[config.mk]
export PLATFORM = sky130hd
export DESIGN_NAME = dsls_sequencer
export DESIGN_NICKNAME = d
export VERILOG_FILES = /design/src/shared/dsls_pkg.sv /design/src/rtl/dsls_sequencer.sv /design/src/rtl/dsls_sync.sv
export SDC_FILE = /design/constraint.sdc
export NUM_CORES = 1
export LEC_CHECK = 0
export BUFFER_PORTS_ARGS = -buffer_cell sky130_fd_sc_hd__buf_4
export CORE_ASPECT_RATIO = 0.75
export CORE_MARGIN = 2
export CORE_UTILIZATION = 40
export CTS_BUF_LIST = sky130_fd_sc_hd__clkbuf_16
export DETAILED_ROUTE_END_ITERATION = 12
export MAX_ROUTING_LAYER = met4
export PLACE_DENSITY = 0.68
export SYNTH_ARGS = -nofsm -noshare
export SYNTH_HDL_FRONTEND = slang
export SYNTH_SLANG_ARGS = --single-unit
[constraint.sdc]
create_clock -name clk -period 2.3 [get_ports clk]
set_clock_uncertainty 0.05 [all_clocks]
set_input_delay 0.345 -clock clk [delete_from_list [all_inputs] [get_ports clk]]
set_output_delay 0.345 -clock clk [all_outputs]
set_load 0.05 [all_outputs]
[src/shared/dsls_pkg.sv]
package dsls_pkg;
    // system clock
    localparam int unsigned CLK_HZ          = 40_000_000;
    // pll lock allowance, a longest time so it rounds down
    localparam int unsigned PLL_LOCK_MS     = 1;
    localparam int unsigned PLL_LOCK_CYC    = PLL_LOCK_MS * (CLK_HZ / 1000);
    // pipeline flush hold per divide select
    localparam int unsigned FLUSH_CYC_LOW   = 16;
    localparam int unsigned FLUSH_CYC_MID   = 32;
    localparam int unsigned FLUSH_CYC_HIGH  = 64;
    // external clock output stays high for this many cycles after the idle instruction
    localparam int unsigned XCLK_LOW_CYC    = 32;
    // resume after lock
    localparam int unsigned RESUME_FLASH_CYC = 1125;
    localparam int unsigned RESUME_RAM_CYC   = 35;
    localparam int unsigned CNT_W           = 16;
    localparam logic [CNT_W-1:0] CNT_RST    = 16'h0000;
    localparam logic [5:0]  IDLE_CNT_RST    = 6'h00;
    // synchroniser reset levels: wake pins idle high, status low
    localparam logic [3:0]  SYNC_RST        = 4'h3;

    typedef enum logic [5:0] {
        DSLS_RUN     = 6'h01,
        DSLS_FLUSH   = 6'h02,
        DSLS_HALT    = 6'h04,
        DSLS_OSCWAIT = 6'h08,
        DSLS_PLLWAIT = 6'h10,
        DSLS_RESUME  = 6'h20
    } dsls_state_e;
endpackage : dsls_pkg

[src/rtl/dsls_sequencer.sv]
`timescale 1ns/1ps
// Behaviour
// - an idle instruction with deep stop selected starts the deep stop entry.
// - the system clock is held 16, 32 or 64 cycles by divide select before it stops.
// - the external clock output goes low between 33 and 46 cycles after the idle.
// - in deep stop peripheral clocks and pll are off, and a crystal oscillator stops.
// - both internal oscillators and the watchdog stay on when their keep bits are set.
// - a falling edge on the wake pin restarts the oscillator and begins wake-up.
// - once the oscillator is stable the pll lock wait allows up to 1 ms.
// - execution resumes within 1125 cycles from sleeping flash or 35 from ram.
// - core clock back on ends deep stop; the wake interrupt, if enabled, is raised when execution resumes.
module dsls_sequencer
    import dsls_pkg::*;
#(
    parameter int unsigned PLL_LOCK_LIMIT = dsls_pkg::PLL_LOCK_CYC
) (
    input  wire logic       clk,
    input  wire logic       rst,
    input  wire logic       idleExec,
    input  wire logic       deepStopSel,
    input  wire logic [1:0] clockDivideSelect,
    input  wire logic       crystalSource,
    input  wire logic       keepIntOsc1,
    input  wire logic       keepIntOsc2,
    input  wire logic       keepWatchdog,
    input  wire logic       flashSleep,
    input  wire logic       wakeIntEnable,
    input  wire logic       wakePin_n,
    input  wire logic       externalResetPin_n,
    input  wire logic       oscStable,
    input  wire logic       pllLocked,
    output logic            systemClockOn,
    output logic            externalClockOn,
    output logic            coreClockOn,
    output logic            periphClockOn,
    output logic            pllPowerOn,
    output logic            oscillatorOn,
    output logic            intOsc1On,
    output logic            intOsc2On,
    output logic            watchdogOn,
    output logic            deepStopActive,
    output logic            execResume,
    output logic            wakeIntReq
);
    import dsls_pkg::*;

    localparam logic [CNT_W-1:0] PllLim   = CNT_W'(PLL_LOCK_LIMIT);
    localparam logic [CNT_W-1:0] FlashLim = CNT_W'(RESUME_FLASH_CYC);
    localparam logic [CNT_W-1:0] RamLim   = CNT_W'(RESUME_RAM_CYC);
    localparam logic [5:0]       XclkLim  = 6'(XCLK_LOW_CYC);

    dsls_state_e      state_r;
    dsls_state_e      state_nxt;
    logic [CNT_W-1:0] cnt_r;
    logic [CNT_W-1:0] cnt_nxt;
    logic [5:0]       idleCnt_r;
    logic [5:0]       idleCnt_nxt;
    logic             xclkLow_r;
    logic             xclkLow_nxt;
    logic             wakePrev_r;
    logic             wakePrev_nxt;
    logic             execResume_r;
    logic             execResume_nxt;
    logic             wakeInt_r;
    logic             wakeInt_nxt;
    logic [3:0]       syncOut;
    logic             wakeS;
    logic             rstPinS;
    logic             oscStableS;
    logic             pllLockedS;
    logic             wakeEvent;
    logic [CNT_W-1:0] flushLen;
    logic [CNT_W-1:0] resumeLen;

    // pins and analog status come from outside the clock domain
    dsls_sync #(.W(4), .RST_VAL(SYNC_RST)) uSync (
        .clk  (clk),
        .rst  (rst),
        .din  ({pllLocked, oscStable, externalResetPin_n, wakePin_n}),
        .dout (syncOut)
    );
    assign wakeS      = syncOut[0];
    assign rstPinS    = syncOut[1];
    assign oscStableS = syncOut[2];
    assign pllLockedS = syncOut[3];

    // falling edge of the wake pin or a low reset pin; clk stands for the
    // always-on reference, so the async restart is seen two edges late
    assign wakeEvent = (wakePrev_r & ~wakeS) | ~rstPinS;

    always_comb begin
        case (clockDivideSelect)
            2'b10:   flushLen = CNT_W'(FLUSH_CYC_MID);
            2'b11:   flushLen = CNT_W'(FLUSH_CYC_HIGH);
            default: flushLen = CNT_W'(FLUSH_CYC_LOW);
        endcase
        resumeLen = flashSleep ? FlashLim : RamLim;
    end

    always_comb begin
        state_nxt      = state_r;
        cnt_nxt        = cnt_r;
        idleCnt_nxt    = idleCnt_r;
        xclkLow_nxt    = xclkLow_r;
        wakePrev_nxt   = wakeS;
        execResume_nxt = 1'b0;
        wakeInt_nxt    = 1'b0;
        // external clock low is timed from the idle, apart from the flush length
        if (!xclkLow_r && !state_r[0]) begin
            if (idleCnt_r == XclkLim - 6'h01) begin
                xclkLow_nxt = 1'b1;
            end else begin
                idleCnt_nxt = idleCnt_r + 6'h01;
            end
        end
        case (state_r)
            DSLS_RUN: begin
                if (idleExec && deepStopSel) begin
                    state_nxt   = DSLS_FLUSH;
                    cnt_nxt     = CNT_RST;
                    idleCnt_nxt = IDLE_CNT_RST;
                end
            end
            DSLS_FLUSH: begin
                if (cnt_r == flushLen - CNT_W'(1)) begin
                    state_nxt = DSLS_HALT;
                    cnt_nxt   = CNT_RST;
                end else begin
                    cnt_nxt = cnt_r + CNT_W'(1);
                end
            end
            DSLS_HALT: begin
                // wake edges seen during flush are lost; the source must wait
                if (wakeEvent) begin
                    state_nxt = DSLS_OSCWAIT;
                end
            end
            DSLS_OSCWAIT: begin
                if (oscStableS) begin
                    state_nxt = DSLS_PLLWAIT;
                    cnt_nxt   = CNT_RST;
                end
            end
            DSLS_PLLWAIT: begin
                // a lock that never comes still ends at the 1 ms allowance
                if (pllLockedS || cnt_r == PllLim - CNT_W'(1)) begin
                    state_nxt = DSLS_RESUME;
                    cnt_nxt   = CNT_RST;
                end else begin
                    cnt_nxt = cnt_r + CNT_W'(1);
                end
            end
            DSLS_RESUME: begin
                if (cnt_r == resumeLen - CNT_W'(1)) begin
                    state_nxt      = DSLS_RUN;
                    cnt_nxt        = CNT_RST;
                    execResume_nxt = 1'b1;
                    wakeInt_nxt    = wakeIntEnable;
                    xclkLow_nxt    = 1'b0;
                    idleCnt_nxt    = IDLE_CNT_RST;
                end else begin
                    cnt_nxt = cnt_r + CNT_W'(1);
                end
            end
            default: begin
                state_nxt = DSLS_RUN;
                cnt_nxt   = CNT_RST;
            end
        endcase
    end

    always_ff @(posedge clk) begin
        if (rst) begin
            state_r      <= DSLS_RUN;
            cnt_r        <= CNT_RST;
            idleCnt_r    <= IDLE_CNT_RST;
            xclkLow_r    <= 1'b0;
            wakePrev_r   <= 1'b1;
            execResume_r <= 1'b0;
            wakeInt_r    <= 1'b0;
        end else begin
            state_r      <= state_nxt;
            cnt_r        <= cnt_nxt;
            idleCnt_r    <= idleCnt_nxt;
            xclkLow_r    <= xclkLow_nxt;
            wakePrev_r   <= wakePrev_nxt;
            execResume_r <= execResume_nxt;
            wakeInt_r    <= wakeInt_nxt;
        end
    end

    // enables decode straight from the one-hot state flops, the external clock from xclkLow_r
    logic stopped;
    assign stopped         = state_r[2] | state_r[3];
    assign systemClockOn   = state_r[0] | state_r[1] | state_r[5];
    assign coreClockOn     = systemClockOn;
    assign externalClockOn = ~xclkLow_r;
    assign periphClockOn   = state_r[0] | state_r[5];
    assign pllPowerOn      = ~stopped;
    assign oscillatorOn    = ~state_r[2] | ~crystalSource;
    assign intOsc1On       = ~stopped | keepIntOsc1;
    assign intOsc2On       = ~stopped | keepIntOsc2;
    assign watchdogOn      = ~stopped | keepWatchdog;
    assign deepStopActive  = ~state_r[0] & ~state_r[5];
    assign execResume      = execResume_r;
    assign wakeIntReq      = wakeInt_r;
endmodule : dsls_sequencer

[src/rtl/dsls_sync.sv]
`timescale 1ns/1ps
module dsls_sync #(
    parameter int         W       = 4,
    parameter logic [3:0] RST_VAL = 4'h0
) (
    input  wire logic         clk,
    input  wire logic         rst,
    input  wire logic [W-1:0] din,
    output logic      [W-1:0] dout
);
    logic [W-1:0] meta_r;
    logic [W-1:0] sync_r;

    always_ff @(posedge clk) begin
        if (rst) begin
            meta_r <= RST_VAL[W-1:0];
            sync_r <= RST_VAL[W-1:0];
        end else begin
            meta_r <= din;
            sync_r <= meta_r;
        end
    end

    assign dout = sync_r;
endmodule : dsls_sync

==> flow_summary.yaml <==
sta:
  post-route-worst-setup-slack_ns: 0.125
  fmax_ghz: 0.460
  setup_viol: 0
  hold_viol: 0
  fin_crit_ns: 2.17
  finalCritPeriodShare_pct: 94.6
  drv_slew: 0
  worst_slew_pin_slew_ns: 0.500
  final.setup.tns_ns: 0
  hold_slack_ns: 0.197
  maxSlewHeadroom_pct: 66.4
layout:
  post-route-cell-area_um2: 2430
  layout_common_cells: "40 x buf_4, 37 x dfxtp_1, 31 x nor2_1"
  drive_gt1_share_pct: 25.3
  n_antenna_cell: 0
  final_cells: 325
  area_growth_pct: 24.0
  fin_nets: 283
  final_util_pct: 50.4
  fill_cells: 452
  layout_commonest_cell: "buf_4"
logic_synthesis:
  yosysTopAreaCellShare_pct: 40.9
  yosysWarnings: 0
  synth.area.top_cells: "dfxtp_1 41%, nor2_1 5.9%, xor2_1 4.9%, nand2_1 3.3%, or2_2 2.9%"
  synth.largest_area_cell: "dfxtp_1"
  syn_inst: 228
  synth_nets: 246
  synth-edff-count: 0
  syn_avg_cell_area_um2: 8.59
  ys_seq_area_share_pct: 40.9
  ys_async_sr_fraction_pct: 0
  dominantRegCellSynth: "dfxtp_1"
  ys_types: 48
  synth-seq-cells: 40
  syn_area_um2: 1960
cts:
  ctsResizeCount: 0
  htree_levels: 2
  cts_tree: "built"
  cts_buffers: 5
  postCtsSetupBuffers: 0
  hold_buffers: 0
  clockBufferDepth: 2
  numClockSinks: 40
  clk_pin_slew_worst_paths_ns: 0.05
  insertion_delay_ns: 0.28
  cts-root-buf: "clkbuf_16"
power_and_ir_drop:
  vdd_ir_drop_max_mv: 0.428
  power.total_mw: 2.30
  p_per_area_nw_per_um2: 948
  p_leak_nw: 0.961
placement:
  portBuffers: 27
  place_area_um2: 2270
  gp_congestion: 0.865
  dp_cells: 318
  dp_hpwl_mm: 3.08
  dp_slack_ns: 0.139
die:
  fp-row-count: 22
  fp.dieArea_um2: 5480
  io_pins: 28
  start_util_pct: 40.7
  core_area_um2: 4820
  die_h_um: 64.6
  die_w_um: 84.8
global_route:
  grt_pass1_wl_mm: 7.00
  grt_max_degree: 20
  grt_pass1_vias: 1548
  gr-total-overflow: 0
  grt_use_total_pct: 16.8
  antenna_found_initial: 0
worst_setup_path:
  cp_max_fo: 6
  crit_arrival_ns: 2.33
  crit_path_end_kind: "flip-flop"
  path_class: "flip-flop to flip-flop"
  critPathLaunchType: "flip-flop"
  required_ns: 2.46
drt:
  drtPass1Iterations: 4
  drc: 0
  antenna_left: 0
  via_per_inst: 5.13
  drt-initial-drc-count: 83
  routedWlPerCell_um: 12.7
  drt-total-wl_mm: 4.12
  vias: 1668
status:
  status: "finished clean"
flow_run:
  drv_cap: 0
min_path:
  hold_class: "input port to flip-flop"
-- final timing paths --
kind / from / end / slack [ns] / cells past startpoint
max: state_r[2] / cnt_r[13] / 0.13 / 6
min reg2reg: uSync.meta_r[0] / uSync.dout[0] / 0.36 / 1
min: externalResetPin_n / uSync.meta_r[1] / 0.20 / 2
max reg2reg: state_r[2] / cnt_r[13] / 0.13 / 6
-- cells by family after synthesis --
logic type	count (synthesis)	share of synthesized area (%)
flip-flops	40	40.9
multiplexers	3	1.53
AO/OA/AOI/OAI	31	10.7
AND/OR/NAND/NOR	121	34.4
adder cells (fa/ha/maj)	2	1.28
XOR/XNOR	16	7.15
buffers and inverters	15	4.02
-- cell usage after synthesis, drive strengths merged (2+ instances only) --
master / count
or4: 2
or3: 2
nand4b: 2
nand2: 17
nand3: 10
nor3: 8
xnor2: 5
o21a: 2
nand3b: 3
nor2: 31
nor2b: 6
and3: 5
clkbuf: 6
a21oi: 9
a211oi: 2
buf: 4
nor4b: 2
and2: 3
nand4: 8
o31ai: 2
nor3b: 3
inv: 5
o21ai: 9
or4b: 3
xor2: 11
nor4: 3
mux2i: 3
ha: 2
dfxtp: 40
or2: 10
-- registers in the layout (all words and copies together) (netlist names) --
| register | flops |
|---|---|
| cnt_r | 16 |
| idleCnt_r | 6 |
| state_r | 6 |
| uSync.dout | 4 |
| uSync.meta_r | 4 |
| execResume | 1 |
| wakeIntReq | 1 |
| wakePrev_r | 1 |
| xclkLow_r | 1 |
-- per-layer routing --
metal  vias to the layer above  routed length [um]  global-route usage [%]
met3                         5                 137                    6.11
met5                         -                   0                       -
met4                         0                  46                    5.36
met2                        22                1870                    24.9
li1                        876                   -                       -
met1                       765                2070                    21.5
-- worst max-delay path: stages (launching register included) --
cell and delay [ns]:
dfxtp_1 0.34, or4b_4 0.54, or2_1 0.25, a31o_4 0.24, nand3_4 0.11, or4b_1 0.44
a21oi_1 0.15
-- final cells by class --
type                            instances  area (um2)  area share [%]
Clock inverter                          2        8.76           0.360
Inverter                                5        18.8           0.772
Multi-Input combinational cell        173        1100            45.2
Sequential cell                        40         805            33.1
Tap cell                               60        75.1            3.09
Clock buffer                            5         125            5.15
Timing Repair Buffer                   40         300            12.4
-- power breakdown --
part | internal, mW | switching (mW) | leakage (nW)
Combinational | 0.318 | 0.551 | 0.564
Clock | 0.389 | 0.254 | 0.0709
Sequential | 0.742 | 0.0501 | 0.326
Total | 1.45 | 0.855 | 0.961
Power figures use the tool's default switching activity.
